**src/sysbus_map.vh**
```
// How it works
// - the shared RAM answers backplane cycles at a base set in 1K steps inside a strapped 256K window.
// - every 1K RAM block holds one of four attributes: local, shared read/write, shared read-only, shared protectable.
// - a backplane cycle that hits a local block is refused; only the on-board processor reaches it.
// - the processor turns on write protection for protectable blocks by setting control register bits.
// - mastership is requested on one of five levels, picked by a strap.
// - mastership won through the control register is held across accesses until the program clears it.
// - a processor access to the backplane while not master raises a request at the strapped level by itself.
// - after an indirectly requested access finishes the board releases mastership with no software help.
// - the local bus is connected to the backplane only for off-board accesses.
// - a processor write of a non-zero value into the interrupt bits raises a backplane interrupt request.
// - the interrupt request drives only the one of seven lines that matches the written level.
// - both serial interrupts merge onto one processor line at level six, or a wired level one to five.
// - in the serial interrupt acknowledge cycle the processor data lines carry a program-supplied vector.
// - the control register is only an image at the top of RAM and is never read back directly.
`ifndef SYSBUS_MAP_VH
`define SYSBUS_MAP_VH

// processor address map
`define RAM_TOP_BITS    7'h00
`define CTRL_IMG_ADDR   24'h01FFF0
`define VEC_IMG_ADDR    24'h01FFF2
`define STAT_ADDR       24'hF70018
`define ONBOARD_HI      5'h1E
`define CHAN_HI         11'h7C0

// block attributes
`define ATTR_LOCAL      2'h0
`define ATTR_SHARED_RW  2'h1
`define ATTR_SHARED_RO  2'h2
`define ATTR_SHARED_WP  2'h3

// control register fields and reset values
`define CTRL_DIRECT     0
`define CTRL_IRQ_LSB    1
`define CTRL_IRQ_MSB    3
`define CTRL_WP_LSB     8
`define CTRL_WP_MSB     15
`define CTRL_RESET      16'h0000
`define VEC_RESET       8'h0F

// interrupt and request levels
`define SER_LEVEL_DFLT  3'h6
`define SER_LEVEL_MAX   3'h5
`define BUS_LEVEL_MAX   3'h4

`endif

```
**src/unused_placeholder_none.v**
```verilog
`timescale 1ns/10ps
`default_nettype none
`default_nettype wire

```
**src/ram_attr_gate.v**
```verilog
`timescale 1ns/10ps
`default_nettype none
`include "sysbus_map.vh"

module ram_attr_gate (
   // clock and reset
   input  wire        clock_in,
   input  wire        rst_in,
   // attribute loading
   input  wire        attr_wr_in,
   input  wire [6:0]  attr_idx_in,
   input  wire [1:0]  attr_val_in,
   // placement straps and protection
   input  wire [5:0]  win_sel_in,
   input  wire [7:0]  base_kb_in,
   input  wire [7:0]  wp_groups_in,
   // backplane cycle under test
   input  wire [23:1] bp_addr_in,
   input  wire        bp_we_in,
   output wire        hit_out,
   output wire        refuse_out,
   output wire        drop_write_out,
   output wire [16:1] ram_addr_out
);

   reg  [1:0] attr_reg [0:127];
   wire [7:0] off;
   wire [6:0] blk;
   wire [1:0] attr;
   integer    i;

   // one attribute per 1K block; reset to local so nothing leaks early
   always @(posedge clock_in) begin
      if (rst_in) begin
         for (i = 0; i < 128; i = i + 1)
            attr_reg[i] <= `ATTR_LOCAL;
      end else if (attr_wr_in) begin
         attr_reg[attr_idx_in] <= attr_val_in;
      end
   end

   assign off  = bp_addr_in[17:10] - base_kb_in;
   assign blk  = off[6:0];
   assign attr = attr_reg[blk];
   // base wraps within the window; 128 blocks fit in it
   assign hit_out = (bp_addr_in[23:18] == win_sel_in) && !off[7];
   assign refuse_out = (attr == `ATTR_LOCAL);
   // one protect bit per group of sixteen blocks
   assign drop_write_out = bp_we_in &&
      ((attr == `ATTR_SHARED_RO) ||
       ((attr == `ATTR_SHARED_WP) && wp_groups_in[blk[6:4]]));
   assign ram_addr_out = {blk, bp_addr_in[9:1]};

endmodule // ram_attr_gate
`default_nettype wire

```
**src/sysbus_bridge.v**
```verilog
`timescale 1ns/10ps
`default_nettype none
`include "sysbus_map.vh"

module sysbus_bridge (
   // clock and reset
   input  wire        clock_in,
   input  wire        rst_in,
   // straps
   input  wire [5:0]  win_sel_in,
   input  wire [7:0]  base_kb_in,
   input  wire [2:0]  bus_level_in,
   input  wire        ser_wired_in,
   input  wire [2:0]  ser_level_in,
   // attribute loading
   input  wire        attr_wr_in,
   input  wire [6:0]  attr_idx_in,
   input  wire [1:0]  attr_val_in,
   // processor port
   input  wire        cpu_req_in,
   input  wire        cpu_we_in,
   input  wire        cpu_iack_in,
   input  wire [23:1] cpu_addr_in,
   input  wire [15:0] cpu_wdata_in,
   output reg  [15:0] cpu_rdata_out,
   output reg         cpu_ack_out,
   output reg         cpu_err_out,
   // serial interrupts
   input  wire [1:0]  ser_irq_in,
   output reg  [2:0]  cpu_ipl_out,
   // ram port
   output reg         ram_en_out,
   output reg         ram_we_out,
   output reg  [16:1] ram_addr_out,
   output reg  [15:0] ram_wdata_out,
   input  wire [15:0] ram_rdata_in,
   // backplane slave
   input  wire        bp_sel_in,
   input  wire        bp_we_in,
   input  wire [23:1] bp_addr_in,
   input  wire [15:0] bp_wdata_in,
   output reg  [15:0] bp_rdata_out,
   output reg         bp_ack_out,
   output reg         bp_err_out,
   // backplane master
   output reg  [4:0]  bus_req_out,
   input  wire        bus_grant_in,
   output reg         bus_busy_out,
   output reg         mst_strobe_out,
   output reg         mst_we_out,
   output reg  [23:1] mst_addr_out,
   output reg  [15:0] mst_wdata_out,
   input  wire        mst_ack_in,
   input  wire [15:0] mst_rdata_in,
   // backplane interrupter
   output reg  [7:1]  bp_irq_out
);

   localparam C_IDLE = 3'h0;
   localparam C_RAM  = 3'h1;
   localparam C_RD   = 3'h2;
   localparam C_BREQ = 3'h3;
   localparam C_XFER = 3'h4;
   localparam C_END  = 3'h5;
   localparam B_IDLE = 2'h0;
   localparam B_RAM  = 2'h1;
   localparam B_RD   = 2'h2;
   localparam B_ACK  = 2'h3;

   ////////////////////////////////////////////////////////////////////////
   // pin synchronisers, two flops for straps, serial interrupts, select, grant and master ack; backplane address, data and write go direct
   wire [25:0] sync_d;
   reg  [25:0] sync1_reg;
   reg  [25:0] sync2_reg;
   assign sync_d = {win_sel_in, base_kb_in, bus_level_in, ser_wired_in,
                    ser_level_in, ser_irq_in, bp_sel_in, bus_grant_in,
                    mst_ack_in};
   always @(posedge clock_in) begin
      if (rst_in) begin
         sync1_reg <= 26'h0000000;
         sync2_reg <= 26'h0000000;
      end else begin
         sync1_reg <= sync_d;
         sync2_reg <= sync1_reg;
      end
   end
   wire [5:0] win_s    = sync2_reg[25:20];
   wire [7:0] base_s   = sync2_reg[19:12];
   wire [2:0] blvl_s   = sync2_reg[11:9];
   wire       swire_s  = sync2_reg[8];
   wire [2:0] slvl_s   = sync2_reg[7:5];
   wire [1:0] sirq_s   = sync2_reg[4:3];
   wire       bpsel_s  = sync2_reg[2];
   wire       grant_s  = sync2_reg[1];
   wire       mack_s   = sync2_reg[0];

   ////////////////////////////////////////////////////////////////////////
   // state
   reg [2:0]  cst_reg;
   reg [1:0]  bst_reg;
   reg [15:0] ctrl_reg;
   reg [7:0]  vec_reg;
   reg        ind_req_reg;
   reg        master_reg;

   wire hit;
   wire refuse;
   wire drop_write;
   wire [16:1] bp_ram_addr;

   ram_attr_gate gate (
      .clock_in       (clock_in),
      .rst_in         (rst_in),
      .attr_wr_in     (attr_wr_in),
      .attr_idx_in    (attr_idx_in),
      .attr_val_in    (attr_val_in),
      .win_sel_in     (win_s),
      .base_kb_in     (base_s),
      .wp_groups_in   (ctrl_reg[`CTRL_WP_MSB:`CTRL_WP_LSB]),
      .bp_addr_in     (bp_addr_in),
      .bp_we_in       (bp_we_in),
      .hit_out        (hit),
      .refuse_out     (refuse),
      .drop_write_out (drop_write),
      .ram_addr_out   (bp_ram_addr)
   );

   ////////////////////////////////////////////////////////////////////////
   // processor decode and ram arbitration, processor first
   wire [23:0] cpu_byte = {cpu_addr_in, 1'b0};
   wire is_ram  = (cpu_addr_in[23:17] == `RAM_TOP_BITS);
   wire is_stat = (cpu_byte == `STAT_ADDR);
   wire is_bad  = (cpu_addr_in[23:19] == `ONBOARD_HI) ||
                  (cpu_addr_in[23:13] == `CHAN_HI);
   wire cpu_go  = (cst_reg == C_IDLE) && cpu_req_in && !cpu_iack_in &&
                  is_ram && (bst_reg != B_RAM);
   wire bp_go   = (bst_reg == B_IDLE) && bpsel_s && hit && !refuse &&
                  !drop_write && !cpu_go && (cst_reg != C_RAM);
   wire req_on  = ctrl_reg[`CTRL_DIRECT] || ind_req_reg;
   wire [2:0] blvl = (blvl_s > `BUS_LEVEL_MAX) ? `BUS_LEVEL_MAX : blvl_s;
   wire [2:0] irq_lvl = ctrl_reg[`CTRL_IRQ_MSB:`CTRL_IRQ_LSB];
   wire [2:0] slvl = (slvl_s == 3'h0 || slvl_s > `SER_LEVEL_MAX) ?
                     `SER_LEVEL_MAX : slvl_s;

   ////////////////////////////////////////////////////////////////////////
   // shared ram port
   always @(posedge clock_in) begin
      if (rst_in) begin
         ram_en_out    <= 1'b0;
         ram_we_out    <= 1'b0;
         ram_addr_out  <= 16'h0000;
         ram_wdata_out <= 16'h0000;
      end else if (cpu_go) begin
         ram_en_out    <= 1'b1;
         ram_we_out    <= cpu_we_in;
         ram_addr_out  <= cpu_addr_in[16:1];
         ram_wdata_out <= cpu_wdata_in;
      end else if (bp_go) begin
         ram_en_out    <= 1'b1;
         ram_we_out    <= bp_we_in;
         ram_addr_out  <= bp_ram_addr;
         ram_wdata_out <= bp_wdata_in;
      end else begin
         ram_en_out    <= 1'b0;
         ram_we_out    <= 1'b0;
      end
   end

   ////////////////////////////////////////////////////////////////////////
   // processor side
   always @(posedge clock_in) begin
      if (rst_in) begin
         cst_reg        <= C_IDLE;
         ctrl_reg       <= `CTRL_RESET;
         vec_reg        <= `VEC_RESET;
         ind_req_reg    <= 1'b0;
         cpu_rdata_out  <= 16'h0000;
         cpu_ack_out    <= 1'b0;
         cpu_err_out    <= 1'b0;
         mst_strobe_out <= 1'b0;
         mst_we_out     <= 1'b0;
         mst_addr_out   <= 23'h000000;
         mst_wdata_out  <= 16'h0000;
      end else begin
         cpu_ack_out <= 1'b0;
         cpu_err_out <= 1'b0;
         case (cst_reg)
            C_IDLE: begin
               if (cpu_req_in && cpu_iack_in) begin
                  cpu_rdata_out <= {8'h00, vec_reg};
                  cpu_ack_out   <= 1'b1;
                  cst_reg       <= C_END;
               end else if (cpu_go) begin
                  // image writes land in ram too; reads give ram only
                  if (cpu_we_in && cpu_byte == `CTRL_IMG_ADDR)
                     ctrl_reg <= cpu_wdata_in;
                  if (cpu_we_in && cpu_byte == `VEC_IMG_ADDR)
                     vec_reg <= cpu_wdata_in[7:0];
                  cst_reg <= C_RAM;
               end else if (cpu_req_in && !is_ram && is_stat) begin
                  cpu_rdata_out <= {14'h0000, ind_req_reg, master_reg};
                  cpu_ack_out   <= 1'b1;
                  cst_reg       <= C_END;
               end else if (cpu_req_in && !is_ram && is_bad) begin
                  cpu_err_out <= 1'b1;
                  cst_reg     <= C_END;
               end else if (cpu_req_in && !is_ram) begin
                  // off-board only: local work never touches the backplane
                  mst_we_out    <= cpu_we_in;
                  mst_addr_out  <= cpu_addr_in;
                  mst_wdata_out <= cpu_wdata_in;
                  if (!master_reg)
                     ind_req_reg <= 1'b1;
                  cst_reg <= C_BREQ;
               end
            end
            C_RAM: cst_reg <= C_RD;
            C_RD: begin
               cpu_rdata_out <= ram_rdata_in;
               cpu_ack_out   <= 1'b1;
               cst_reg       <= C_END;
            end
            C_BREQ: begin
               if (master_reg) begin
                  mst_strobe_out <= 1'b1;
                  cst_reg        <= C_XFER;
               end
            end
            C_XFER: begin
               if (mack_s) begin
                  mst_strobe_out <= 1'b0;
                  cpu_rdata_out  <= mst_rdata_in;
                  cpu_ack_out    <= 1'b1;
                  ind_req_reg    <= 1'b0;
                  cst_reg        <= C_END;
               end
            end
            default: begin
               // wait for both handshakes to fall before the next access
               if (!cpu_req_in && !mack_s)
                  cst_reg <= C_IDLE;
            end
         endcase
      end
   end

   ////////////////////////////////////////////////////////////////////////
   // mastership, interrupter and serial merge
   always @(posedge clock_in) begin
      if (rst_in) begin
         master_reg   <= 1'b0;
         bus_busy_out <= 1'b0;
         bus_req_out  <= 5'h00;
         bp_irq_out   <= 7'h00;
         cpu_ipl_out  <= 3'h0;
      end else begin
         // dropping the request also drops mastership at once
         master_reg   <= req_on && (master_reg || grant_s);
         bus_busy_out <= req_on && (master_reg || grant_s);
         bus_req_out  <= req_on ? (5'h01 << blvl) : 5'h00;
         bp_irq_out   <= (irq_lvl == 3'h0) ? 7'h00 :
                         (7'h01 << (irq_lvl - 3'h1));
         if (|sirq_s)
            cpu_ipl_out <= swire_s ? slvl : `SER_LEVEL_DFLT;
         else
            cpu_ipl_out <= 3'h0;
      end
   end

   ////////////////////////////////////////////////////////////////////////
   // backplane slave into shared ram
   always @(posedge clock_in) begin
      if (rst_in) begin
         bst_reg      <= B_IDLE;
         bp_rdata_out <= 16'h0000;
         bp_ack_out   <= 1'b0;
         bp_err_out   <= 1'b0;
      end else begin
         case (bst_reg)
            B_IDLE: begin
               if (bpsel_s && hit && refuse) begin
                  bp_err_out <= 1'b1;
                  bst_reg    <= B_ACK;
               end else if (bpsel_s && hit && drop_write) begin
                  // acknowledged, but the ram is never written
                  bp_ack_out <= 1'b1;
                  bst_reg    <= B_ACK;
               end else if (bp_go) begin
                  bst_reg <= B_RAM;
               end
            end
            B_RAM: bst_reg <= B_RD;
            B_RD: begin
               bp_rdata_out <= ram_rdata_in;
               bp_ack_out   <= 1'b1;
               bst_reg      <= B_ACK;
            end
            default: begin
               if (!bpsel_s) begin
                  bp_ack_out <= 1'b0;
                  bp_err_out <= 1'b0;
                  bst_reg    <= B_IDLE;
               end
            end
         endcase
      end
   end

endmodule // sysbus_bridge
`default_nettype wire

```
**config.mk**
```make
export PLATFORM = sky130hd
export DESIGN_NAME = sysbus_bridge
export DESIGN_NICKNAME = d
export VERILOG_FILES = /design/src/unused_placeholder_none.v /design/src/ram_attr_gate.v /design/src/sysbus_bridge.v
export VERILOG_INCLUDE_DIRS = /design/src /design/src/src
export SDC_FILE = /design/constraint.sdc
export NUM_CORES = 1
export LEC_CHECK = 0
export BUFFER_PORTS_ARGS = -buffer_cell sky130_fd_sc_hd__buf_2
export CELL_PAD_IN_SITES_DETAIL_PLACEMENT = 0
export CELL_PAD_IN_SITES_GLOBAL_PLACEMENT = 1
export CORE_MARGIN = 3
export CORE_UTILIZATION = 43
export CTS_BUF_LIST = sky130_fd_sc_hd__clkbuf_4
export DETAILED_ROUTE_END_ITERATION = 16
export PLACE_DENSITY_LB_ADDON = 0.1
export SLEW_MARGIN = 10
export SYNTH_ARGS = -nofsm -noshare
export SYNTH_HDL_FRONTEND = slang
export SYNTH_SLANG_ARGS = --single-unit
```
**constraint.sdc**
```tcl
create_clock -name clock_in -period 3.7 [get_ports clock_in]
set_input_delay 0.555 -clock clock_in [delete_from_list [all_inputs] [get_ports clock_in]]
set_output_delay 0.555 -clock clock_in [all_outputs]
set_load 0.05 [all_outputs]
```
==> impl_metrics.toml <==
[die]
row_count = 80
fp.dieH_um = 226
fp.dieArea_um2 = 51200
start_util_pct = 43.6
die_x_um = 226
coreArea_um2 = 47800
pin_count = 279

[detailed_routing]
firstDrtPassIters = 5
avgRoutedWirePerCell_um = 20.9
routed_wl_um = 65200
drt-initial-drc-count = 1261
via_per_inst = 5.45
drc = 0
ant_nets = 0
vias = 17035

[synth]
yosysWarningCount = 0
avgSynthCellArea_um2 = 11.0
yosys.area.top_type = "edfxtp_1"
synth-seq-cells = 461
syn_area_um2 = 20900
ys_async_sr_fraction_pct = 0
synth-edff-count = 256
synth_area_leaders = "edfxtp_1 37%, dfxtp_1 20%, mux4_2 7.5%"
synth_top_cell_area_share_pct = 36.8
synth.distinct_cells = 70
synth_cells = 1900
synth_fp_nets = 2069
seq_area_frac_synth_pct = 56.5
synth_ff_type = "edfxtp_1"

[run]
cap_violations = 0

[place]
port_buffers = 278
dp_slack_ns = -0.943
placed_area_um2 = 23500
dp_hpwl_um = 43000
place_congestion = 0.818

[finish]
largest_register_ffs = 256
post-route-util_pct = 56.2
nNetsFinal = 2578
areaGrowthSynthToFinish_pct = 28.9
drive_above_1_share_pct = 30.7
stdcell_area_um2 = 26900

[timing]
finalCriticalPeriod_ns = 4.18
finalHoldViolCount = 0
period_share_pct = 113
tightest_slew_ns = 1.12
clock_skew_ns = 0.0356
fin_worst_hold_slack_ns = 0.102
drv_slew = 0
setup_slack_ns = -0.476
relSlewSlack_pct = 25.1
rsz0062_at_grt = "true"
setup_viol = 38
maxClockFrequency_mhz = 239

[grt]
grtUsageTotal_pct = 25.1
antenna_found_initial = 3
grt_max_degree = 88
gr-total-overflow = 0
grt_pass1_vias = 17118
grt_first_pass_wirelength_um = 97500

[pwr]
netSwitchingFraction_pct = 29.6
clockPowerShare_pct = 36.1
p_total_mw = 13.5
power.internal_mw = 9.51
p_comb_share_pct = 20.7
p_switching_mw = 4.00
power_density_nw_per_um2 = 502
p_seq_share_pct = 43.2
p_leak_nw = 11.1
ir_drop_v = 0.000262

[critical_path]
crit_chain = "ha_4, inv_2, fa_4, buf_12, buf_12, mux4_2, mux4_2, mux2_4, o32a_1, and3b_2, a21o_4, buf_12, buf_4, nand2_1, a311oi_1"
cp.required_ns = 4.48
worstSetupEndpointType = "flop"
slowest_stage = "fa_4"
path_buf_inv = 5
max_stage_delay_ns = 0.76
arrival_ns = 4.96
crit_top_cell = "buf_12"
cp-start-kind = "flop"
cpLargestDelayFamily = "multiplexers"
crit_fanout = 8
path_class = "flop to flop"

[cts]
cts_htree_levels = 4
clock_latency_ns = 0.98
cts_tree = "done"
cts_buffers = 130
cts_root_buf = "clkbuf_4"
clkSinkCount = 461
cts.clk_slew.worst_paths_ns = 0.06
cts_buffer_depth = 3

[run_status]
outcome = "finished with violations"
violations = "negative setup slack"

[worst_hold_path]
hp-class = "input port to flop"
-- through the flow --
stage / setup TNS [ns] / std cells
detailed placement: -32.54 / 2753
global placement: -31.17 / 2753
global route: -19.55 / 3123
floorplan: -6.75 / 1900
CTS: -16.48 / 3117
finish: -15.40 / 3127
-- cells in the mapped netlist, drive strengths merged (16+ instances only) --
| master | count |
|---|---|
| dfxtp | 205 |
| a21oi | 92 |
| a21o | 133 |
| nor2b | 61 |
| nand3 | 18 |
| nor2 | 320 |
| ha | 16 |
| inv | 22 |
| nand2 | 209 |
| mux4 | 70 |
| edfxtp | 256 |
| clkbuf | 124 |
| buf | 32 |
| mux2i | 41 |
| nor3 | 34 |
| a22oi | 22 |
| a311oi | 32 |
| and3 | 71 |
-- kinds of logic after synthesis --
logic type	count (synthesis)	synth area share [%]
fa+ha+maj	17	1.05
xor+xnor	11	0.497
mux	121	10.1
compound gates	334	11.4
flops	461	56.5
simple gates	778	16.9
buf+inv	178	3.58
-- layout make-up --
type / count / area, um^2
fillers: 4214 / 20900
flip-flops and latches: 461 / 11800
multi-input cells: 1261 / 8660
repair buffers: 533 / 3860
clock buffers: 206 / 1550
well taps: 615 / 769
clock inverters: 21 / 161
inverters: 22 / 95.1
diodes: 8 / 20.0
-- cells in the final DEF, fill, tap and decap left out, drive strengths merged, types with 15 or more instances in the layout --
cell type    Yosys  layout
nor2           320     320
dfxtp          205     205
mux4            70      70
and2            15      15
nand2          209     209
a311oi          32      32
inv             22      30
clkbuf         124     206
nor3            34      34
a21o           133     133
edfxtp         256     256
buf             32     406
mux2i           41      41
nand3           18      18
nor2b           61      61
ha              16      16
dlygate4sd3      0     126
and3            71      71
a21oi           92      92
a22oi           22      22
-- what timing repair did --
item / in CTS / in global routing
hold endpoints to repair: 158 / 0
pin swaps: 6 / 19
buffers inserted: 6 / 6
gates resized for setup: 24 / 37
endpoints found under the setup margin: 38 / 38
hold buffers: 126 / 0
cloned: 5 / 0
-- path summary, 6_finish.rpt --
kind	from	to	slack, ns	cells past startpoint
worst min-delay path	cpu_req_in	ind_req_reg	0.10	5
worst min register to register	sync1_reg[0]	sync2_reg[0]	0.42	1
worst max-delay path	sync2_reg[12]	ram_wdata_out[8]	-0.48	15
worst max register to register	sync2_reg[12]	ram_wdata_out[8]	-0.48	15
-- worst reg2reg max path: stages, from the launching register on --
cell	delay [ns]
dfxtp_2	0.33
ha_4	0.12
inv_2	0.03
fa_4	0.76
buf_12	0.16
buf_12	0.15
mux4_2	0.50
mux4_2	0.50
mux2_4	0.31
o32a_1	0.18
and3b_2	0.25
a21o_4	0.26
buf_12	0.14
buf_4	0.16
nand2_1	0.08
a311oi_1	0.09
-- layer usage --
layer / vias up / GRT usage, % / routed length [um]
met3: 121 / 6.37 / 4520
met4: 0 / 9.47 / 1600
met2: 636 / 43.3 / 32900
met5: - / 0 / 0
li1: 7923 / - / -
met1: 8355 / 30.5 / 26200
-- power by group through the flow --
stage	sequential, mW	clock (mW)	combinational (mW)
2_1_floorplan	6.24	0	1.42
3_3_place_gp	5.95	0	2.56
3_5_place_dp	5.96	0	2.58
4_1_cts	5.85	5.02	2.75
5_1_grt	5.87	5.29	3.01
6_report	5.85	4.88	2.80
Power figures use the tool's default switching activity.
